File: src/wea_defs.svh
// Offsets, field positions, reset values and timing figures of the wake block
`ifndef WEA_DEFS_SVH
`define WEA_DEFS_SVH

// Register offsets in the runtime block
`define WEA_OFS_EDGE_SEL     8'h21
`define WEA_OFS_GBL_WAKE     8'h2F
`define WEA_OFS_STS_BASE     8'h30
`define WEA_OFS_EN_BASE      8'h38
`define WEA_OFS_SCAN_CODE    8'h5F
`define WEA_OFS_PM_LOW       8'h60
`define WEA_OFS_PM_HIGH      8'h61
`define WEA_OFS_MGMT_IRQ_STATUS_SEVEN     8'h64
`define WEA_OFS_MGMT_IRQ_ENABLE_SEVEN      8'h66
`define WEA_OFS_PIN_CTRL     8'h6E
`define WEA_OFS_KBC_CFG      8'h6F
`define WEA_OFS_CLK_CFG      8'hF0

// Field positions
`define WEA_BIT_SLEEP_EN     5
`define WEA_BIT_SMI_SLEEP    5
`define WEA_BIT_GBL_STS      0
`define WEA_BIT_GBL_EN       1
`define WEA_BIT_PIN_POL      1
`define WEA_BIT_PIN_OD       7
`define WEA_BIT_KBC_A_POL    0
`define WEA_BIT_EDGE_A       0
`define WEA_BIT_EDGE_B       1
`define WEA_BIT_CLK_EXT      0
`define WEA_BIT_KEY_DIS      1
`define WEA_G1_RING          0
`define WEA_G1_KBD           1
`define WEA_G1_MOUSE         2
`define WEA_G1_KBC_A         3
`define WEA_G1_KBC_B         4
`define WEA_G1_KEY           5
`define WEA_G1_WDT           6
`define WEA_G1_FAN           7

// Reset values
`define WEA_RST_ZERO         8'h00
`define WEA_RST_PIN_CTRL     8'h80

// Timing
`define WEA_REF_CLK_HZ       10000000
`define WEA_SLOW_CLK_HZ      32768
`define WEA_KEY_IDLE_TICKS   64
`define WEA_KEY_FRAME_BITS   11

`endif

File: src/wea_pkg.sv
// Types shared by the wake event aggregator
package wea_pkg;

	typedef struct packed {
		logic [7:0] addr;
		logic [7:0] wdata;
		logic       wr;
		logic       rd;
	} wea_reg_req_t;

	typedef enum logic [1:0] {
		KEY_OFF   = 2'b00,
		KEY_IDLE  = 2'b01,
		KEY_SHIFT = 2'b11,
		KEY_CHECK = 2'b10
	} wea_key_state_t;

	typedef struct packed {
		logic o;
		logic oe_n;
	} wea_pin_drive_t;

endpackage

File: src/wea_wake_aggregator.sv
// Wake event aggregator with sleep-enable interrupt and specific-key detector
`include "wea_defs.svh"

module wea_wake_aggregator #(
	parameter int KEY_IDLE_TICKS = `WEA_KEY_IDLE_TICKS
) (
	input  wire logic                 ref_clk,
	input  wire logic                 resetn,
	input  wire logic                 vtr_resetn,
	input  wire wea_pkg::wea_reg_req_t reg_req,
	output logic [7:0]                reg_rdata,
	input  wire logic                 ring_indicator_in,
	input  wire logic                 kbd_clk_in,
	input  wire logic                 kbd_data_in,
	input  wire logic                 mouse_data_in,
	input  wire logic                 ext_slow_clk_in,
	input  wire logic                 main_power_ok_in,
	input  wire logic                 kbc_port_event_a,
	input  wire logic                 kbc_port_event_b,
	input  wire logic                 wdt_timeout,
	input  wire logic                 fan_tach_event,
	input  wire logic [7:0]           dev_irq,
	input  wire logic [39:0]          gpio_in,
	input  wire logic [39:0]          gpio_polarity,
	input  wire logic [39:0]          either_edge_trigger,
	output logic                      wake_request_out_o,
	output logic                      wake_request_out_oe_n,
	output logic                      mgmt_irq_out
);

	localparam int SlowDiv = `WEA_REF_CLK_HZ / `WEA_SLOW_CLK_HZ;
	localparam logic [8:0] SLOW_DIV_M1 = 9'(SlowDiv - 1);
	localparam logic [7:0] IDLE_M1 = 8'(KEY_IDLE_TICKS - 1);
	localparam logic [3:0] LAST_BIT = 4'(`WEA_KEY_FRAME_BITS - 1);

	generate
		if (KEY_IDLE_TICKS < 2 || KEY_IDLE_TICKS > 255) begin : g_chk_idle
			$error("KEY_IDLE_TICKS must lie in 2..255");
		end
		if (SlowDiv < 2 || SlowDiv > 512) begin : g_chk_div
			$error("Slow clock divider out of range");
		end
	endgenerate

	// ==========================================================
	// Pin synchronisers
	localparam int PW = 46;
	logic [PW-1:0] pin_raw;
	logic [PW-1:0] pin_s1_q;
	logic [PW-1:0] pin_s2_q;
	logic [PW-1:0] pin_prev_q;
	logic [PW-1:0] pin_prev;
	logic [2:0]    sync_fill_q;

	assign pin_raw = {gpio_in, ring_indicator_in, kbd_clk_in, kbd_data_in,
		mouse_data_in, ext_slow_clk_in, main_power_ok_in};

	always_ff @(posedge ref_clk or negedge resetn) begin
		if (!resetn) begin
			pin_s1_q   <= '1;
			pin_s2_q   <= '1;
			pin_prev_q  <= '1;
			sync_fill_q <= 3'h0;
		end else begin
			pin_s1_q    <= pin_raw;
			pin_s2_q    <= pin_s1_q;
			pin_prev_q  <= pin_s2_q;
			sync_fill_q <= {sync_fill_q[1:0], 1'b1};
		end
	end

	logic [39:0] gp_s;
	logic [39:0] gp_p;
	logic        ring_s;
	logic        ring_p;
	logic        kclk_s;
	logic        kdat_s;
	logic        kdat_p;
	logic        mdat_s;
	logic        mdat_p;
	logic        ext_s;
	logic        ext_p;
	logic        pwr_s;

	// No false edges while the stages still hold reset values
	assign pin_prev = sync_fill_q[2] ? pin_prev_q : pin_s2_q;

	assign gp_s   = pin_s2_q[45:6];
	assign gp_p   = pin_prev[45:6];
	assign ring_s = pin_s2_q[5];
	assign ring_p = pin_prev[5];
	assign kclk_s = pin_s2_q[4];
	assign kdat_s = pin_s2_q[3];
	assign kdat_p = pin_prev[3];
	assign mdat_s = pin_s2_q[2];
	assign mdat_p = pin_prev[2];
	assign ext_s  = pin_s2_q[1];
	assign ext_p  = pin_prev[1];
	assign pwr_s  = pin_s2_q[0];

	// ==========================================================
	// Register decode
	logic [7:0]      edge_sel_q;
	logic [7:0]      scan_q;
	logic [7:0]      pm_low_q;
	logic [7:0]      pm_high_q;
	logic            smi_sts_q;
	logic [7:0]      smi_en_q;
	logic [7:0]      pin_ctrl_q;
	logic [7:0]      kbc_cfg_q;
	logic [7:0]      clk_cfg_q;
	logic            gbl_sts_q;
	logic            gbl_en_q;
	logic [6:0][7:0] grp_sts_q;
	logic [6:0][7:0] grp_en_q;
	logic [6:0][7:0] grp_set;
	logic [6:0][7:0] grp_clr;
	logic            sleep_wr;
	logic            pending;

	function automatic logic hit(input logic [7:0] ofs);
		hit = reg_req.wr && (reg_req.addr == ofs);
	endfunction

	// A written one in sleep enable is the interrupt event
	assign sleep_wr = hit(`WEA_OFS_PM_HIGH) && reg_req.wdata[`WEA_BIT_SLEEP_EN];

	always_ff @(posedge ref_clk or negedge resetn) begin
		if (!resetn) begin
			edge_sel_q <= `WEA_RST_ZERO;
			pm_low_q   <= `WEA_RST_ZERO;
			pm_high_q  <= `WEA_RST_ZERO;
			smi_en_q   <= `WEA_RST_ZERO;
			pin_ctrl_q <= `WEA_RST_PIN_CTRL;
			kbc_cfg_q  <= `WEA_RST_ZERO;
			clk_cfg_q  <= `WEA_RST_ZERO;
			gbl_en_q   <= 1'b0;
			grp_en_q   <= '0;
		end else begin
			if (hit(`WEA_OFS_EDGE_SEL))
				edge_sel_q <= reg_req.wdata;
			if (hit(`WEA_OFS_PM_LOW))
				pm_low_q <= reg_req.wdata;
			// Sleep enable is write-only, reads as zero
			if (hit(`WEA_OFS_PM_HIGH)) begin
				pm_high_q <= reg_req.wdata & 8'hDF;
			end
			if (hit(`WEA_OFS_MGMT_IRQ_ENABLE_SEVEN))
				smi_en_q <= reg_req.wdata;
			if (hit(`WEA_OFS_PIN_CTRL))
				pin_ctrl_q <= reg_req.wdata;
			if (hit(`WEA_OFS_KBC_CFG))
				kbc_cfg_q <= reg_req.wdata;
			if (hit(`WEA_OFS_CLK_CFG))
				clk_cfg_q <= reg_req.wdata;
			if (hit(`WEA_OFS_GBL_WAKE))
				gbl_en_q <= reg_req.wdata[`WEA_BIT_GBL_EN];
			for (int g = 0; g < 7; g++) begin
				if (hit(`WEA_OFS_EN_BASE + 8'(g)))
					grp_en_q[g] <= reg_req.wdata;
			end
		end
	end

	// Scan code lives on standby power
	always_ff @(posedge ref_clk or negedge vtr_resetn) begin
		if (!vtr_resetn)
			scan_q <= `WEA_RST_ZERO;
		else if (hit(`WEA_OFS_SCAN_CODE))
			scan_q <= reg_req.wdata;
	end

	// Sleep interrupt status: set wins over write-one clear
	always_ff @(posedge ref_clk or negedge resetn) begin
		if (!resetn) begin
			smi_sts_q    <= 1'b0;
			mgmt_irq_out <= 1'b0;
		end else begin
			smi_sts_q <= sleep_wr || (smi_sts_q && !(hit(`WEA_OFS_MGMT_IRQ_STATUS_SEVEN)
				&& reg_req.wdata[`WEA_BIT_SMI_SLEEP]));
			mgmt_irq_out <= smi_sts_q && smi_en_q[`WEA_BIT_SMI_SLEEP];
		end
	end

	// ==========================================================
	// Wake sources
	logic [39:0] gp_rise;
	logic [39:0] gp_fall;
	logic [39:0] gp_evt;
	logic [3:0]  misc_prev_q;
	logic        kbc_a_lvl;
	logic [1:0]  kbc_rise;
	logic [1:0]  kbc_fall;
	logic [1:0]  kbc_evt;
	logic        key_match;

	assign gp_rise = gp_s & ~gp_p;
	assign gp_fall = ~gp_s & gp_p;
	assign gp_evt = (either_edge_trigger & (gp_rise | gp_fall))
		| (~either_edge_trigger & ~gpio_polarity & gp_rise)
		| (~either_edge_trigger & gpio_polarity & gp_fall);

	assign kbc_a_lvl = kbc_port_event_a ^ kbc_cfg_q[`WEA_BIT_KBC_A_POL];
	assign kbc_rise  = {kbc_port_event_b, kbc_a_lvl} & ~misc_prev_q[1:0];
	assign kbc_fall  = ~{kbc_port_event_b, kbc_a_lvl} & misc_prev_q[1:0];
	// Falling edge, or both edges when selected
	assign kbc_evt[0] = kbc_fall[0] | (edge_sel_q[`WEA_BIT_EDGE_A] & kbc_rise[0]);
	assign kbc_evt[1] = kbc_fall[1] | (edge_sel_q[`WEA_BIT_EDGE_B] & kbc_rise[1]);

	always_ff @(posedge ref_clk or negedge resetn) begin
		if (!resetn)
			misc_prev_q <= 4'h0;
		else
			misc_prev_q <= {fan_tach_event, wdt_timeout, kbc_port_event_b, kbc_a_lvl};
	end

	always_comb begin
		grp_set = '0;
		grp_set[0][`WEA_G1_RING]  = ring_p & ~ring_s;
		grp_set[0][`WEA_G1_KBD]   = kdat_p & ~kdat_s;
		grp_set[0][`WEA_G1_MOUSE] = mdat_p & ~mdat_s;
		grp_set[0][`WEA_G1_KBC_A] = kbc_evt[0];
		grp_set[0][`WEA_G1_KBC_B] = kbc_evt[1];
		grp_set[0][`WEA_G1_KEY]   = key_match;
		grp_set[0][`WEA_G1_WDT]   = wdt_timeout & ~misc_prev_q[2];
		grp_set[0][`WEA_G1_FAN]   = fan_tach_event & ~misc_prev_q[3];
		grp_set[1] = gp_evt[7:0];
		grp_set[2] = gp_evt[15:8];
		grp_set[3] = gp_evt[23:16];
		grp_set[4] = gp_evt[31:24];
		grp_set[6] = gp_evt[39:32];
		for (int g = 0; g < 7; g++) begin
			grp_clr[g] = hit(`WEA_OFS_STS_BASE + 8'(g)) ? reg_req.wdata : 8'h00;
		end
	end

	// Status: write-one clear, set wins; group 6 follows the irq level
	always_ff @(posedge ref_clk or negedge resetn) begin
		if (!resetn) begin
			grp_sts_q <= '0;
		end else begin
			for (int g = 0; g < 7; g++) begin
				if (g == 5)
					grp_sts_q[g] <= dev_irq;
				else
					grp_sts_q[g] <= (grp_sts_q[g] & ~grp_clr[g])
						| grp_set[g];
			end
		end
	end

	// ==========================================================
	// Global status and wake pin
	assign pending = |(grp_sts_q & grp_en_q);

	always_ff @(posedge ref_clk or negedge resetn) begin
		if (!resetn)
			gbl_sts_q <= 1'b0;
		else
			gbl_sts_q <= pending || (gbl_sts_q && !(hit(`WEA_OFS_GBL_WAKE)
				&& reg_req.wdata[`WEA_BIT_GBL_STS]));
	end

	wea_pkg::wea_pin_drive_t pin_d;
	logic wake_active;
	logic wake_level;

	assign wake_active = gbl_en_q & pending;
	assign wake_level  = pin_ctrl_q[`WEA_BIT_PIN_POL] ? wake_active : ~wake_active;

	always_comb begin
		if (pin_ctrl_q[`WEA_BIT_PIN_OD]) begin
			pin_d.o    = 1'b0;
			pin_d.oe_n = wake_level;
		end else begin
			pin_d.o    = wake_level;
			pin_d.oe_n = 1'b0;
		end
	end

	always_ff @(posedge ref_clk or negedge resetn) begin
		if (!resetn) begin
			wake_request_out_o    <= 1'b0;
			wake_request_out_oe_n <= 1'b1;
		end else begin
			wake_request_out_o    <= pin_d.o;
			wake_request_out_oe_n <= pin_d.oe_n;
		end
	end

	// ==========================================================
	// Register read
	logic [7:0] rd_mux;

	always_comb begin
		rd_mux = 8'h00;
		case (reg_req.addr)
			`WEA_OFS_EDGE_SEL:  rd_mux = edge_sel_q;
			`WEA_OFS_SCAN_CODE: rd_mux = scan_q;
			`WEA_OFS_PM_LOW:    rd_mux = pm_low_q;
			`WEA_OFS_PM_HIGH:   rd_mux = pm_high_q;
			`WEA_OFS_MGMT_IRQ_STATUS_SEVEN:  rd_mux = {2'b00, smi_sts_q, 5'h00};
			`WEA_OFS_MGMT_IRQ_ENABLE_SEVEN:   rd_mux = smi_en_q;
			`WEA_OFS_PIN_CTRL:  rd_mux = pin_ctrl_q;
			`WEA_OFS_KBC_CFG:   rd_mux = kbc_cfg_q;
			`WEA_OFS_CLK_CFG:   rd_mux = clk_cfg_q;
			`WEA_OFS_GBL_WAKE:  rd_mux = {6'h00, gbl_en_q, gbl_sts_q};
			default: begin
				for (int g = 0; g < 7; g++) begin
					if (reg_req.addr == `WEA_OFS_STS_BASE + 8'(g))
						rd_mux = grp_sts_q[g];
					if (reg_req.addr == `WEA_OFS_EN_BASE + 8'(g))
						rd_mux = grp_en_q[g];
				end
			end
		endcase
	end

	always_ff @(posedge ref_clk or negedge resetn) begin
		if (!resetn)
			reg_rdata <= 8'h00;
		else if (reg_req.rd)
			reg_rdata <= rd_mux;
	end

	// ==========================================================
	// Specific-key detector
	wea_pkg::wea_key_state_t key_st_q;
	logic [8:0]  div_q;
	logic        int_tick;
	logic        key_on;
	logic        key_tick;
	logic        kclk_prev_q;
	logic        kfall;
	logic [10:0] frame_q;
	logic [3:0]  bit_cnt_q;
	logic [7:0]  gap_q;

	assign int_tick = (div_q == SLOW_DIV_M1);
	assign key_on   = ~clk_cfg_q[`WEA_BIT_KEY_DIS];
	assign key_tick = key_on & (clk_cfg_q[`WEA_BIT_CLK_EXT] ? (ext_s & ~ext_p)
		: (int_tick & pwr_s));
	assign kfall = key_tick & kclk_prev_q & ~kclk_s;
	// Start 0, stop 1, odd parity, data equals code
	assign key_match = (key_st_q == wea_pkg::KEY_CHECK) & ~frame_q[0]
		& frame_q[10] & (^frame_q[9:1]) & (frame_q[8:1] == scan_q);

	always_ff @(posedge ref_clk or negedge resetn) begin
		if (!resetn)
			div_q <= 9'h000;
		else if (int_tick)
			div_q <= 9'h000;
		else
			div_q <= div_q + 9'h001;
	end

	always_ff @(posedge ref_clk or negedge resetn) begin
		if (!resetn) begin
			key_st_q    <= wea_pkg::KEY_OFF;
			kclk_prev_q <= 1'b1;
			frame_q     <= 11'h000;
			bit_cnt_q   <= 4'h0;
			gap_q       <= 8'h00;
		end else begin
			if (key_tick)
				kclk_prev_q <= kclk_s;
			if (kfall)
				frame_q <= {kdat_s, frame_q[10:1]};
			case (key_st_q)
				wea_pkg::KEY_OFF: begin
					if (key_on)
						key_st_q <= wea_pkg::KEY_IDLE;
				end
				wea_pkg::KEY_IDLE: begin
					if (!key_on) begin
						key_st_q <= wea_pkg::KEY_OFF;
					end else if (kfall) begin
						key_st_q  <= wea_pkg::KEY_SHIFT;
						bit_cnt_q <= 4'h1;
						gap_q     <= 8'h00;
					end
				end
				wea_pkg::KEY_SHIFT: begin
					if (!key_on) begin
						key_st_q <= wea_pkg::KEY_OFF;
					end else if (kfall) begin
						gap_q     <= 8'h00;
						bit_cnt_q <= bit_cnt_q + 4'h1;
						if (bit_cnt_q == LAST_BIT)
							key_st_q <= wea_pkg::KEY_CHECK;
					end else if (key_tick) begin
						// Drop a broken frame after a long quiet gap
						if (gap_q == IDLE_M1)
							key_st_q <= wea_pkg::KEY_IDLE;
						gap_q <= gap_q + 8'h01;
					end
				end
				wea_pkg::KEY_CHECK: begin
					key_st_q <= key_on ? wea_pkg::KEY_IDLE : wea_pkg::KEY_OFF;
				end
				default: begin
					key_st_q <= wea_pkg::KEY_OFF;
				end
			endcase
		end
	end

	// Groups 2, 3, 4, 5 and 7 hold GPIO status
	localparam logic [55:0] GPIO_GRP_MASK = 56'hFF00_FFFF_FFFF_00;
endmodule

File: config.mk
export PLATFORM = sky130hd
export DESIGN_NAME = wea_wake_aggregator
export DESIGN_NICKNAME = d
export VERILOG_FILES = /design/src/wea_pkg.sv /design/src/wea_wake_aggregator.sv
export VERILOG_INCLUDE_DIRS = /design/src
export SDC_FILE = /design/constraint.sdc
export NUM_CORES = 1
export LEC_CHECK = 0
export ABC_AREA = 1
export BUFFER_PORTS_ARGS = -buffer_cell sky130_fd_sc_hd__buf_2
export CAP_MARGIN = 20
export CELL_PAD_IN_SITES_DETAIL_PLACEMENT = 0
export CELL_PAD_IN_SITES_GLOBAL_PLACEMENT = 2
export CORE_MARGIN = 2
export CORE_UTILIZATION = 37
export CTS_CLUSTER_DIAMETER = 150
export DETAILED_ROUTE_END_ITERATION = 8
export PLACE_DENSITY_LB_ADDON = 0.1
export SLEW_MARGIN = 20
export SYNTH_ARGS = -nofsm -noshare
export SYNTH_HDL_FRONTEND = slang
export SYNTH_SLANG_ARGS = --single-unit
File: constraint.sdc
create_clock -name ref_clk -period 2.85 [get_ports ref_clk]
set_input_delay 0.1425 -clock ref_clk [delete_from_list [all_inputs] [get_ports ref_clk]]
set_output_delay 0.1425 -clock ref_clk [all_outputs]
set_load 0.1 [all_outputs]
# == Yosys cells after proc, flatten, opt, wreduce, memory -nomap -nowiden ==
# Cells that the tools add are included.
# word_totals
register_bits,369
in_bits,159
out_inout_bits,11
wordCells,238
# classes
add_sub_neg,3
eq_ne,41
mux,47
bitwise_logic,67
n_reduce_logical,40
# ops
cell,count
$and A40 B40 Y40,7
$mux W8,25
$not A40 Y40,4
$eq A8 B6 Y1 const B,17
$or A40 B40 Y40,3
$pmux W8 S10,1
$and A56 B56 Y56,1
$eq A8 B7 Y1 const B,7
$reduce_or A56 Y1,1
$and A8 B8 Y8,6
$not A8 Y8,6
$or A8 B8 Y8,6
$mux W46,1
$logic_and A1 B1 Y1,29
$mux W2,9
$and A1 B1 Y1,17
$mux W4,4
$pmux W8 S2,1
$reduce_and A5 Y1,3
$ne A4 B4 Y1 const B,3
$ne A2 B2 Y1 const B,5
$not A1 Y1,10
$add A9 B1 Y9 const B,1
$eq A9 B9 Y1 const B,1
21 further kinds,30

# == Logic depth before layout (Yosys ltp) ==
# Gate-level depths: netlist of run 1.
# logic_depth
word_depth,16
depth_mapped,15
depth_no_buf,14

# == Worst setup path before layout of run 1 ==
# OpenSTA, ideal clock, no wires.
# synth_timing
path_type,register to register
start,register div_q[0]
end,register key_st_q[1]
setup_ns,0.117
arrival_time_ns,1.843
required_time_ns,2.733
setup_slack_ns,0.890
stages_incl_launch_ff,15
n_path_buf,1
period_less_slack_ns,1.960
cell_sequence,dfrtp_1 inv_1 ha_1 nand4_1 nor4_4 nand3_2 nand2_2 nand2_4 nor2_4 nand2_2 buf_2 nor2_1 nor2_1 nand2_1 nand2_1
# synth_via
elab_chain_len,9
word_cells_on_any_way,14
classes_between,eq/ne (5); mux (4); bitwise (4); reduce/logical (1)
# synth_lines
item,line_no,text
"start, declared",wea_wake_aggregator.sv:329,logic [8:0] div_q;
"start signal, assigned",wea_wake_aggregator.sv:354,div_q <= div_q + 9'h001;
$eq A9 B9 Y1 (*),wea_wake_aggregator.sv:339,assign int_tick = (div_q == SLOW_DIV_M1);
$and A1 B1 Y1 (*),wea_wake_aggregator.sv:342,: (int_tick & pwr_s));
$mux W1 (*),wea_wake_aggregator.sv:341,assign key_tick = key_on & (clk_cfg_q[`WEA_BIT_CLK_EXT] ? (ext_s & ~ext_p)
$and A1 B1 Y1 (*),wea_wake_aggregator.sv:341,
$and A1 B1 Y1 (2 in series),wea_wake_aggregator.sv:343,assign kfall = key_tick & kclk_prev_q & ~kclk_s;
$mux W2,wea_wake_aggregator.sv:386,end else if (kfall) begin
$mux W2,wea_wake_aggregator.sv:384,if (!key_on) begin
$pmux W2 S4,wea_wake_aggregator.sv:369,case (key_st_q)
"end signal, assigned",wea_wake_aggregator.sv:372,key_st_q <= wea_pkg::KEY_IDLE;
"end signal, assigned",wea_wake_aggregator.sv:385,key_st_q <= wea_pkg::KEY_OFF;
"end signal, assigned",wea_wake_aggregator.sv:390,key_st_q <= wea_pkg::KEY_CHECK;
"end, declared",wea_wake_aggregator.sv:328,wea_pkg::wea_key_state_t key_st_q;
# Every way passes the cells marked *; elsewhere a longest branch is shown, timed or not.
# A chain may end at the register's enable or synchronous reset.

# == Worst setup path after layout of run 1 ==
# layout_timing
start,register sync_fill_q[2]
end,register grp_sts_q[29] (netlist bit)
# layout_via
elab_chain_len,8
word_cells_on_any_way,11
classes_between,mux (1); bitwise (10)
# layout_lines
item,line_no,text
"start, declared",wea_wake_aggregator.sv:53,logic [2:0] sync_fill_q;
"start signal, assigned",wea_wake_aggregator.sv:68,"sync_fill_q <= {sync_fill_q[1:0], 1'b1};"
$mux W46 (*),wea_wake_aggregator.sv:86,assign pin_prev = sync_fill_q[2] ? pin_prev_q : pin_s2_q;
$not A40 Y40,wea_wake_aggregator.sv:197,assign gp_rise = gp_s & ~gp_p;
$and A40 B40 Y40,wea_wake_aggregator.sv:197,
$or A40 B40 Y40,wea_wake_aggregator.sv:199,assign gp_evt = (either_edge_trigger & (gp_rise | gp_fall))
$and A40 B40 Y40,wea_wake_aggregator.sv:199,
$or A40 B40 Y40,wea_wake_aggregator.sv:200,| (~either_edge_trigger & ~gpio_polarity & gp_rise)
$or A40 B40 Y40 (*),wea_wake_aggregator.sv:201,| (~either_edge_trigger & gpio_polarity & gp_fall);
$or A8 B8 Y8 (*),wea_wake_aggregator.sv:247,| grp_set[g];
"end signal, assigned by index",wea_wake_aggregator.sv:244,grp_sts_q[g] <= dev_irq;
"end signal, assigned by index",wea_wake_aggregator.sv:246,grp_sts_q[g] <= (grp_sts_q[g] & ~grp_clr[g])
"end, declared",wea_wake_aggregator.sv:114,logic [6:0][7:0] grp_sts_q;
# Marks and branches as above.

==> flow_results.org, run 1 <==
** Run status
- The flow ran to the end, but the final reports show violations.
- Violations in the final reports :: negative hold slack

** Hold path
- Number of instances on the worst hold path :: 4
- Class of the tightest hold or removal check :: input port to flop
- Hold_sp :: either_edge_trigger[39]

** Placement
- Placed cell areas :: 0.0189 mm^2
- Prior to clock tree synthesis, the placed netlist has a worst setup slack of 0.472 ns.
- Dpl hpwl :: 36500 um
- Buffers on Ports :: 169
- Routability Congestion :: 0.873

** Setup path
- Launching point of the worst reg2reg path :: sync_fill_q[2]$_DFF_PN0_
- The worst setup path is of the flop to flop kind.
- Required time of the worst setup path :: 3.29 ns
- The worst setup path is launched from a flop.
- Tracing the worst setup path back leads to its startpoint at sync_fill_q[2]$_DFF_PN0_.
- Crit. End Element :: flop
- Worst-path maximum fanout :: 29
- Critical path arrival :: 3.19 ns
- Counting cells, the worst reg-to-reg path comes to 10.

** Detailed routing
- After detailed routing, the number of vias per cell comes to 4.87.
- The pre-antenna-repair detailed-routing pass consisted of 5 iterations.
- Number of nets with antenna violations after detailed routing :: 0
- For this block, the routed nets add up to 51800 um of wire.
- DRC Markers :: 0
- In the final routed layout, each cell accounts on average for 17.8 um.
- In this run, the number of DRC markers left after iteration 0 of detailed routing was 1016.
- Total via count in the routed design :: 14200

** CTS
- Clock latency on the worst-skew pair :: 0.57 ns
- The clock net in this run drives a total of 367 sinks.
- Clk pin slew, worst setup/hold paths :: 0.06 ns
- Post-CTS timing repair inserted 0 buffers for setup.
- TritonCTS built the clock tree.
- Clk Tree Root Cell :: clkbuf_16
- The H-tree generated during clock tree synthesis spans 2 levels.
- Inserted Clock Buffers :: 43
- Largest buffer count on any clock path :: 3

** Yosys
- Post-Syn Nets :: 2131
- Yosys mapped the design onto 43 distinct sky130hd cell types.
- Sequential-to-total area share from yosys stat :: 54.7%
- Ranking of synthesized cells by area :: dfrtp_1 (33%), dfstp_2 (21%), nand2_1 (9.3%)
- The cell count after synthesis came out at 1887.
- Ranked by instance count, the synthesized netlist is headed by nand2_1 (425), inv_1 (249), o21ai_0 (233).
- Synth Flop Type :: dfrtp_1
- Yosys warnings :: 0
- Synthesis inferred 367 register bits.
- The synthesized netlist occupies a cell area of 0.0171 mm^2.
- Yosys mapped a number of flops with a built-in enable equal to 0.
- In the post-synthesis netlist, the cell with the most instances is nand2_1.
- The top cell type by area accounts for 33.3% of the synthesized area.
- dfrtp_1 takes more of the synthesized area than any other cell.
- A synthesized cell averages 9.07 um^2.
- Counting flops with an async set or reset pin after synthesis yields a share of 100%.

** GRT
- Number of antenna violations at the first check in global routing :: 0
- GR Overflow Total :: 0
- The first global-routing pass estimated 81700 um of wire.
- The number of global-route vias before repair is 14300.
- Entering global routing, the biggest net connects 88 pins.
- Global routing used 22.2% of the available tracks.

** Die
- Ports placed on the boundary :: 170
- Die height :: 219 um
- From left edge to right edge, the die measures 219 um.
- For this configuration, the core starts out at a cell density of 37.6%.
- Core region area :: 0.0455 mm^2
- The initialized floorplan defines 78 standard-cell rows.
- Die area :: 0.0480 mm^2

** Timing
- Clock period minus final worst setup slack :: 2.75 ns
- On the final layout, the worst hold slack is -0.0564 ns.
- The number of hold violations in the final report was 1.
- The worst path uses 96.5% of the clock period.
- Clk_skew :: 0.0218 ns
- The max-slew violation count is 0.
- RSZ-0062 raised after global routing :: true
- The worst path meets setup with 0.0990 ns of slack.
- Static timing analysis puts the maximum clock frequency at 363 MHz.
- Setup violations remaining at the end of the flow were counted as 0.
- Actual transition at the worst max-transition pin :: 0.946 ns
- Relative slew margins :: 36.9%

** Layout
- For this run, the share of the core covered by cells in the final layout is 49.0%.
- In the final design database the tool counted 2528 nets.
- The finished cells cover 0.0223 mm^2.
- Share of final-layout standard cells stronger than drive strength 1 :: 21.9%
- Area added between synthesis and finish :: 30.1%
- The number of antenna diodes in the final layout is 0.

** Run
- Number of violations of the max-capacitance limit :: 0

** Pwr
- Maximum vdd drop :: 0.000355 V
- Summed over all cells, the static leakage comes to 10.0 nW.
- Power spread over the standard cell area amounts to 566 mW/mm^2.
[layout by cell type (no fill, tap or decap), types with 5 or more instances in the layout]
master,synthesis,routed
a21oi_1,21,21
buf_12,0,5
buf_2,10,168
buf_4,1,32
clkbuf_1,33,8
clkbuf_16,0,43
clkbuf_8,0,13
clkinv_2,0,5
dfrtp_1,228,228
dfstp_2,139,139
dlygate4sd3_1,0,189
ha_1,85,85
inv_1,249,249
inv_2,6,6
nand2_1,425,425
nand3_1,98,98
nand3b_1,5,5
nand4_1,42,42
nor2_1,112,112
nor2_2,11,11
nor3_1,20,20
nor4_1,6,6
o2111ai_1,44,44
o21ai_0,233,219
o21ai_1,5,10
o21ai_2,3,12
o22ai_1,9,9
or2_2,49,49
xnor2_1,6,6
xor2_1,13,13
[timing repair]
| action | CTS | global route |
|---|---|---|
| resized for setup | 0 | 28 |
| setup endpoints to repair | 0 | 32 |
| hold endpoints to repair | 193 | 0 |
| hold buffers | 190 | 0 |
[worst paths after layout]
| kind | endpoint | slack [ns] |
|---|---|---|
| min in group asynchronous | gap_q[2]$_DFFE_PN0P_ | 0.16 |
| hold reg to reg | pin_s2_q[0]$_DFF_PN1_ | 0.35 |
| max in group asynchronous | pin_prev_q[42]$_DFF_PN1_ | 1.76 |
| setup reg to reg | grp_sts_q[29]$_DFF_PN0_ | 0.1 |
| setup / recovery | grp_sts_q[29]$_DFF_PN0_ | 0.1 |
| hold / removal | grp_sts_q[55]$_DFF_PN0_ | -0.06 |
[critical path, cell delays in order (launching register included)]
cell and delay, ns:
dfrtp_1 0.35, inv_1 0.09, buf_12 0.17, or2_2 0.28, o21ai_0 0.11, inv_1 0.08
ha_1 0.20, nand3_1 0.08, dlygate4sd3_1 0.55, o2111ai_1 0.11, dlygate4sd3_1 0.58
[area by class of cell]
type | count | area, um^2
Timing Repair Buffer | 397 | 3110
Multi-Input combinational cell | 1219 | 6640
Fill cell | 4424 | 23200
Clock inverter | 12 | 169
Clock buffer | 64 | 1280
Tap cell | 600 | 751
Sequential cell | 367 | 9360
Inverter | 256 | 961
[power by group]
part	switching [mW]	total, mW	internal [mW]
Clock	2.19	5.66	3.47
Combinational	0.783	1.26	0.482
Sequential	0.159	5.69	5.53
Total	3.13	12.6	9.48
[metal layers]
layer | GRT usage, % | vias to the layer above | part of all wire [%]
li1 | - | 6949 | -
met1 | 30.6 | 6910 | 46
met2 | 36.3 | 273 | 47
met3 | 3.47 | 67 | 4.2
met4 | 6.55 | 0 | 2.4
met5 | 0 | - | 0
[logic make-up (layout without fill, tap and decap cells)]
| logic type | Yosys count | after routing | synth area share [%] |
|---|---|---|---|
| fa+ha+maj | 85 | 85 | 6.21 |
| xor+xnor | 19 | 19 | 0.972 |
| other cells | 1 | 1 | 0.0219 |
| simple gates | 783 | 783 | 20.3 |
| compound gates | 331 | 331 | 11.1 |
| flops | 367 | 367 | 54.7 |
| buf+inv | 301 | 729 | 6.74 |
[metrics by stage]
stage               setup TNS, ns  cells  hold slack [ns]  total power [mW]
floorplan                       0   1887           -0.153              6.32
global placement                0   2650         -0.00408              6.88
detailed placement              0   2650        -0.000866              6.89
CTS                             0   2916            0.108              12.8
global route              -0.0490   2915          0.00704              13.2
finish                          0   2915          -0.0564              12.6
[state kept, by name (all words and copies together) (netlist names), 9 cells and up]
name,flops
div_q,9
frame_q,11
grp_en_q,56
grp_sts_q,56
pin_prev_q,44
pin_s1_q,46
pin_s2_q,46
(Power assumes the default switching activity.)
==> run 2, diff against run 1 <==
--- a/config.mk
+++ b/config.mk
@@ -6,13 +6,12 @@
 export SDC_FILE = /design/constraint.sdc
 export NUM_CORES = 1
 export LEC_CHECK = 0
-export ABC_AREA = 1
 export BUFFER_PORTS_ARGS = -buffer_cell sky130_fd_sc_hd__buf_2
 export CAP_MARGIN = 20
 export CELL_PAD_IN_SITES_DETAIL_PLACEMENT = 0
 export CELL_PAD_IN_SITES_GLOBAL_PLACEMENT = 2
 export CORE_MARGIN = 2
-export CORE_UTILIZATION = 37
+export CORE_UTILIZATION = 40
 export CTS_CLUSTER_DIAMETER = 150
 export DETAILED_ROUTE_END_ITERATION = 8
 export PLACE_DENSITY_LB_ADDON = 0.1
==> flow_results.org, run 2 <==
** Yosys
- Yosys mapped a number of flops with a built-in enable equal to 0.
- Top cell type by total area after synthesis :: dfrtp_1
- Counting every instance in the synthesized netlist gives 1459.
- Yosys printed 0 warnings.
- Share of async-settable or async-resettable flops after synthesis :: 100%
- Sequential-to-total area share from yosys stat :: 54.8%
- Sorting the synthesized cells by area gives the leading types as dfrtp_1 (33%), dfstp_2 (21%), mux2_2 (8.7%).
- After synthesis, the most frequently instantiated cells are dfrtp_1 (228), nand2_1 (143), dfstp_2 (139).
- The average instance in the mapped netlist occupies 11.7 um^2.
- Register bit total from synthesis :: 367
- Synth Flop Type :: dfrtp_1
- Post-synth cell types :: 70
- Synthesis produced a netlist with a net count of 1703.
- Of the post-synthesis cell area, the dominant cell type holds 33.4%.
- Among all cell types in the netlist, the one instantiated most often is dfrtp_1.
- Netlist area before placement :: 0.0171 mm^2

** GRT
- Global routing consumed, on the met2 layer, 35.5% of the routing resources.
- After global routing, the most crowded layer is met2.
- For this run, global-route usage on met1 was measured as 32.0%.
- The first global-routing pass estimated 76700 um of wire.
- GR Util All Layers :: 22.8%
- Entering global routing, the biggest net connects 92 pins.
- Global routing met3 resource utilization :: 4.65%
- The initial antenna violation count was 3.
- Vias in the first global route :: 12800
- After global routing the overflow that remains totals 0.

** Setup path
- Data on the critical path is required at its endpoint by 3.30 ns.
- Worst-path maximum fanout :: 24
- Critical path arrival :: 2.82 ns
- Buffers plus inverters on the worst setup path :: 2
- Cells along the critical path :: buf_4 > nand2_1 > o21a_1 > ha_1 > nor2b_1 > a211oi_1 > a21oi_1 > dlygate4sd3_1 > a21o_1
- Crit Path Category :: flop to flop
- The worst register-to-register path has a setup slack of 0.48 ns.
- The kind of cell with the highest combined delay along the critical path is buffers and inverters.
- In this run the critical register-to-register path is launched from sync_fill_q[2]$_DFF_PN0_.
- Worst path slowest cell :: dlygate4sd3_1
- In this run the critical register-to-register path is captured at grp_sts_q[30]$_DFF_PN0_.
- Crit. End Element :: flop
- Worst reg-to-reg path cell count :: 9
- In this design, the stage delay of the slowest critical-path cell is 0.55 ns.
- STA classifies the critical path startpoint as a flop.

** Layout
- The library cell used most frequently in the layout, excluding fill and tap cells, is dfrtp_1.
- Biggest regs :: grp_en_q (56), grp_sts_q (56)
- Final net count :: 2013
- Fin area :: 0.0213 mm^2
- Summing all multi-input logic gate instances after layout gives 0.00708 mm^2.
- The post-route netlist has 31.7% of its cells at a drive strength greater than 1.
- The repair_antennas step left the layout with diodes totalling 0.
- Summing all flip-flop and latch instances after layout gives 0.00936 mm^2.
- Number of inserted filler cells in the final layout :: 3865
- From synthesis to final layout, the design area changed by 24.8%.
- The top cell types in the final layout, fill and taps aside, are dfrtp_1 (227), buf_2 (168), nand2_1 (143).

** Die
- The die is 211 um tall.
- Die area :: 0.0443 mm^2
- Floorplan row count :: 75
- Starting density of the core :: 40.6%
- Die width :: 211 um
- For this design the top-level I/O count stands at 170.
- Core region area :: 0.0420 mm^2

** Timing
- Final-report hold violation count :: 0
- RSZ-0062 raised after global routing :: false
- Headroom to the max-slew limit came out at 50.4%.
- Across all hold checks on the routed design, the worst slack comes to 0.0109 ns.
- Actual transition at the worst max-transition pin :: 0.744 ns
- Timing would allow up to 422 MHz.
- The worst path uses 83.1% of the clock period.
- The clock arrives with 0.0187 ns of skew.
- Subtracting the final worst setup slack from the clock period gives 2.37 ns.
- The max-slew violation count came to 0.
- Setup violations remaining at the end of the flow were counted as 0.
- Final TNS setup :: 0 ns

** Run
- Number of violations of the max-capacitance limit :: 0

** Detailed routing
- Wire length per cell after detailed routing :: 20.9 um
- For this block, the routed nets add up to 48900 um of wire.
- The detail route stage leaves a number of antenna-violating nets equal to 0.
- Detailed routing inserted a total of 12500 vias.
- Via density per instance :: 5.33
- After the first detailed-routing iteration, the DRC count stood at 704.
- Before antenna repair, the detailed router went through 7 iterations.
- After detailed routing, the number of remaining DRC violations is 0.

** Pwr
- Total power consumption of the routed design :: 12.5 mW
- In this run the power density over the cells is 586 mW/mm^2.
- VDD sags by at most 0.000400 V.
- In this run the static leakage power is 9.75 nW.

** CTS
- The number of clock buffers added by TritonCTS is 43.
- After clock tree synthesis, the clock-pin slew on the worst setup and hold paths is 0.06 ns.
- Maximum level of the CTS H-tree :: 2
- Number of gates resized after cts :: 0
- The later pin in the worst-skew pair is clocked with a latency of 0.57 ns.
- TritonCTS built the clock tree.
- The clock drives 367 sinks.
- Largest buffer count on any clock path :: 3
- Hold bufs inserted after CTS :: 114
- Clk Tree Root Cell :: clkbuf_16
- Post-CTS Repair Setup Buffers :: 0

** Placement
- Placed cell areas :: 0.0187 mm^2
- Buffers on Ports :: 169
- Dpl hpwl :: 34900 um
- At the end of routability-driven placement, the weighted congestion stood at 0.924.

** Hold path
- The path class of the tightest hold or removal check is input port to flop.
- Hold_sp :: gpio_polarity[11]
- The worst hold path was traced through 4 stages.
- For hold timing, the worst endpoint is grp_sts_q[19]$_DFF_PN0_.

** Run status
- The flow ran to the end, and the final reports show no timing, DRC or antenna violations.
run 2: changes by cell type in the layout (fill, tap and decap cells not counted), moves of 46 or more:
cell / delta
nand3_1: -72
inv_1: -148
dlygate4sd3_1: -75
a22oi_1: +46
nor2b_1: +47
nand2_1: -282
nor2_1: -68
or2_2: -47
o21ai_0: -210
mux2_2: +132
run 2: how the worst max path moves through the flow:
stage / from / to / cells after the start / slack (ns)
after floorplan: div_q[0]$_DFF_PN0_ / frame_q[0]$_DFFE_PN0P_ / 7 / 0.73
after global placement: reg_req[11] / reg_rdata[6]$_DFFE_PN0P_ / 7 / 0.31
after detailed placement: reg_req[11] / reg_rdata[6]$_DFFE_PN0P_ / 7 / 0.28
after CTS: sync_fill_q[2]$_DFF_PN0_ / grp_sts_q[30]$_DFF_PN0_ / 9 / 0.43
after global routing: sync_fill_q[2]$_DFF_PN0_ / grp_sts_q[30]$_DFF_PN0_ / 9 / 0.24
final: sync_fill_q[2]$_DFF_PN0_ / grp_sts_q[30]$_DFF_PN0_ / 9 / 0.48
run 2: metal layers:
metal	share of wire, %	up-vias
met1	47	6224
met3	5.4	91
met2	45	330
li1	-	5831
met5	0.084	-
met4	2.7	6
run 2: power breakdown:
group / leakage [nW] / switching (mW) / internal [mW] / total [mW]
Combinational: 4.73 / 0.669 / 0.500 / 1.17
Clock: 0.717 / 2.22 / 3.45 / 5.67
Sequential: 4.30 / 0.152 / 5.50 / 5.65
Total: 9.75 / 3.04 / 9.45 / 12.5
run 2: layout make-up:
cell class                 instances  area share [%]
clock buffer                      59            5.71
timing repair buffer             323            11.1
sequential                       367            43.9
clock inverter                    19            1.13
tap                              539            3.17
inverter                         101            1.78
multi-input combinational        933            33.2
run 2: worst reg2reg max path: cells and delay by family, from the launching register on:
kind	cells	cell delay, ns
buffers and inverters	2	0.86
flip-flops	1	0.48
AO/OA/AOI/OAI	4	0.55
adder cells (fa/ha/maj)	1	0.17
AND/OR/NAND/NOR	2	0.21
run 2: cells by family after synthesis:
logic type               count (synthesis)  synth area share (%)
AO/OA/AOI/OAI                          326                  14.1
XOR/XNOR                                30                  1.54
adder cells (fa/ha/maj)                 85                  6.23
buffers and inverters                  159                  3.73
flip-flops                             367                  54.8
multiplexers                           139                  9.12
other                                    1                0.0220
AND/OR/NAND/NOR                        352                  10.5
run 2: per-stage QoR:
step	worst slack, ns	instances	utilization [%]
detailed placement	0.282	2149	44.5
finish	0.480	2341	50.7
global route	0.237	2341	50.7
floorplan	0.732	1459	-
CTS	0.434	2341	50.7
global placement	0.307	2149	44.5
==> run 3, diff against run 2 <==
--- a/config.mk
+++ b/config.mk
@@ -11,7 +11,7 @@
 export CELL_PAD_IN_SITES_DETAIL_PLACEMENT = 0
 export CELL_PAD_IN_SITES_GLOBAL_PLACEMENT = 2
 export CORE_MARGIN = 2
-export CORE_UTILIZATION = 40
+export CORE_UTILIZATION = 36
 export CTS_CLUSTER_DIAMETER = 150
 export DETAILED_ROUTE_END_ITERATION = 8
 export PLACE_DENSITY_LB_ADDON = 0.1
==> constraint.sdc (replaced) <==
create_clock -name ref_clk -period 1.95 [get_ports ref_clk]
set_input_delay 0.0975 -clock ref_clk [delete_from_list [all_inputs] [get_ports ref_clk]]
set_output_delay 0.0975 -clock ref_clk [all_outputs]
set_load 0.1 [all_outputs]
==> flow_results.org, run 3 (synthesized netlist as in run 2, its figures left out) <==
** Run status
- Status :: complete, but fails checks
- The checks that failed: design-rule violations, negative hold slack, negative setup slack.

** GRT
- Largest net degree at the start of global routing :: 66
- met2 is the most crowded layer.
- Global routing consumed, on the met2 layer, 35.3% of the routing resources.
- Global routing met3 resource utilization :: 3.22%
- In the global route stage, met1 resource usage came out at 29.3%.
- GR Overflow Total :: 0
- The first global-routing pass estimated 80800 um of wire.
- In the global route stage, overall resource usage came out at 21.5%.
- The initial antenna violation count was 0.
- Vias in the first global route :: 13600

** Setup path
- Required time of the worst setup path :: 2.41 ns
- The critical path is of the flop to flop type.
- Nature of the critical path startpoint :: flop
- STA classifies the critical path endpoint as a flop.
- Of all nets on the critical path, the largest fanout is 5.
- Data arrives at the worst endpoint at 2.58 ns.

** Timing
- Final Hold Slack :: -0.00714 ns
- Between clock sinks in the finished design, the worst skew comes to 0.0266 ns.
- Number of max-slew violations in the final report :: 0
- For the finished layout, the period the worst path requires is 2.12 ns.
- Final-report hold violation count :: 2
- Crit share post-route :: 109%
- Setup repair after global routing could not meet its margin everywhere.
- Relative slew margins :: 53.3%
- After layout, the worst setup slack is -0.169 ns.
- Actual transition at the worst max-transition pin :: 0.696 ns
- Timing-limited maximum frequency :: 472 MHz
- Setup violations remaining at the end of the flow were counted as 21.

** Layout
- In the final layout, the registers with the most flip-flops are grp_en_q (56), grp_sts_q (56).
- Leading cell type in the layout, fill and taps excluded :: dfrtp_1
- Final net count :: 2204
- Registers take 0.00936 mm^2.
- Number of standard cells in the layout, taps in and fillers out :: 2603
- The multi-input combinational cells in the finished layout cover a total of 0.00729 mm^2.
- Commonest cells after routing, fill and taps aside :: dfrtp_1 (227), buf_4 (203), buf_2 (168)
- The filler cells instantiated in the layout total 4288.
- Area added between synthesis and finish :: 36.4%
- The finished cells cover 0.0233 mm^2.
- Share of final-layout standard cells stronger than drive strength 1 :: 39.2%

** Die
- Starting density of the core :: 36.6%
- Die area :: 0.0492 mm^2
- Ports placed on the boundary :: 170
- Floorplan row count :: 79
- Die width :: 222 um
- Core region area :: 0.0467 mm^2
- The die is 222 um tall.

** Pwr
- For this design the static power due to leakage is 10.8 nW.
- Maximum vdd drop :: 0.000557 V
- Summing internal, switching and leakage power gives 19.1 mW.
- In this run the power density over the cells is 820 mW/mm^2.

** CTS
- Largest buffer count on any clock path :: 3
- The clock reaches the later pin of the worst-skew pair after 0.58 ns.
- TritonCTS created 43 clock buffers.
- Clock-pin slew was measured on the worst setup and hold paths at 0.06 ns.
- The H-tree was split into 2 levels.
- CTS tree :: yes
- In this run the clock root is driven by a clkbuf_16.
- Clock Sink Count :: 367

** Placement
- Placed cell areas :: 0.0202 mm^2
- Routability Congestion :: 0.923
- Buffers on Ports :: 169
- Including well taps, the total number of placed cells is 2391.
- Dpl hpwl :: 38800 um

** Detailed routing
- Number of nets with antenna violations after detailed routing :: 0
- Dividing the detail-routed via count by the number of cells gives 5.06.
- Total Routed Length :: 52600 um
- The routed layout has 13200 vias.
- In the final routed layout, each cell accounts on average for 20.2 um.
- In this run, the number of DRC markers left after iteration 0 of detailed routing was 1193.
- After detailed routing, the number of remaining DRC violations is 10.
- Before antenna repair, the detailed router went through 9 iterations.

** Run
- Number of violations of the max-capacitance limit :: 0

** Hold path
- The min-delay analysis places its worst path in the category input port to flop.
run 3: cell types whose count changed in the layout (fill, tap and decap cells not counted), moves of 5 or more:
cell	previous run	this run
mux2_4	0	11
a211oi_1	46	36
dlygate4sd3_1	114	126
a21oi_2	0	5
a21oi_1	49	44
clkbuf_8	8	13
buf_4	35	203
buf_6	0	6
buf_12	5	10
a211oi_2	0	9
mux2_2	132	121
run 3: metrics by stage:
stage | setup slack, ns | hold slack (ns) | utilization, % | setup TNS, ns
floorplan | 0.00631 | -0.198 | - | 0
global placement | -0.325 | -0.0501 | 43.2 | -12.46
detailed placement | -0.393 | -0.0499 | 43.2 | -14.43
CTS | -0.0697 | 0.00619 | 49.4 | -0.872
global route | -0.280 | 0.00738 | 49.9 | -4.34
finish | -0.169 | -0.00714 | 49.9 | -1.98
run 3: path summary, 6_finish.rpt:
path                                       start                  endpoint  slack (ns)  cells past startpoint
max                           div_q[3]$_DFF_PN0_    frame_q[0]$_DFFE_PN0P_       -0.17                      8
min                             gpio_polarity[3]   grp_sts_q[11]$_DFF_PN0_      -0.007                      4
max reg2reg                   div_q[3]$_DFF_PN0_    frame_q[0]$_DFFE_PN0P_       -0.17                      8
min reg2reg                pin_s1_q[2]$_DFF_PN1_     pin_s2_q[2]$_DFF_PN1_        0.35                      0
max in group asynchronous                 resetn  pin_prev_q[21]$_DFF_PN1_        1.06                      3
min in group asynchronous                 resetn  kbc_cfg_q[6]$_DFFE_PN0P_        0.08                      2
run 3: what timing repair did:
| action | in CTS | in global routing |
|---|---|---|
| endpoints found under the hold margin | 355 | 1 |
| buffers inserted | 1 | 3 |
| gates cloned | 0 | 1 |
| gates resized for setup | 7 | 49 |
| pin swaps | 1 | 8 |
| hold buffers | 125 | 1 |
| endpoints found under the setup margin | 20 | 39 |
run 3: final cells by class:
type                    count  area share [%]
repair buffers            514            16.8
multi-input cells         933            31.3
flip-flops and latches    367            40.2
clock inverters            12           0.983
diodes                      1          0.0107
clock buffers              68            5.86
inverters                 101            1.63
well taps                 607            3.26
run 3: power breakdown:
part | switching (mW) | leakage (nW) | internal (mW) | total [mW]
logic | 1.09 | 5.70 | 0.882 | 1.98
registers | 0.210 | 4.30 | 8.04 | 8.25
clock network | 3.26 | 0.786 | 5.61 | 8.87
run 3: worst max-delay path, stage by stage, from the launching register on:
cell and delay (ns):
dfrtp_1 0.38, nor4_2 0.30, buf_4 0.16, nand4b_1 0.13
buf_6 0.16, a211oi_4 0.27, buf_4 0.17, buf_6 0.13
mux2_4 0.30
run 3: per-layer routing:
layer / routed length [um] / part of all wire (%)
met1: 24200 / 46
met2: 24700 / 47
met3: 2180 / 4.1
met4: 1530 / 2.9
met5: 0 / 0
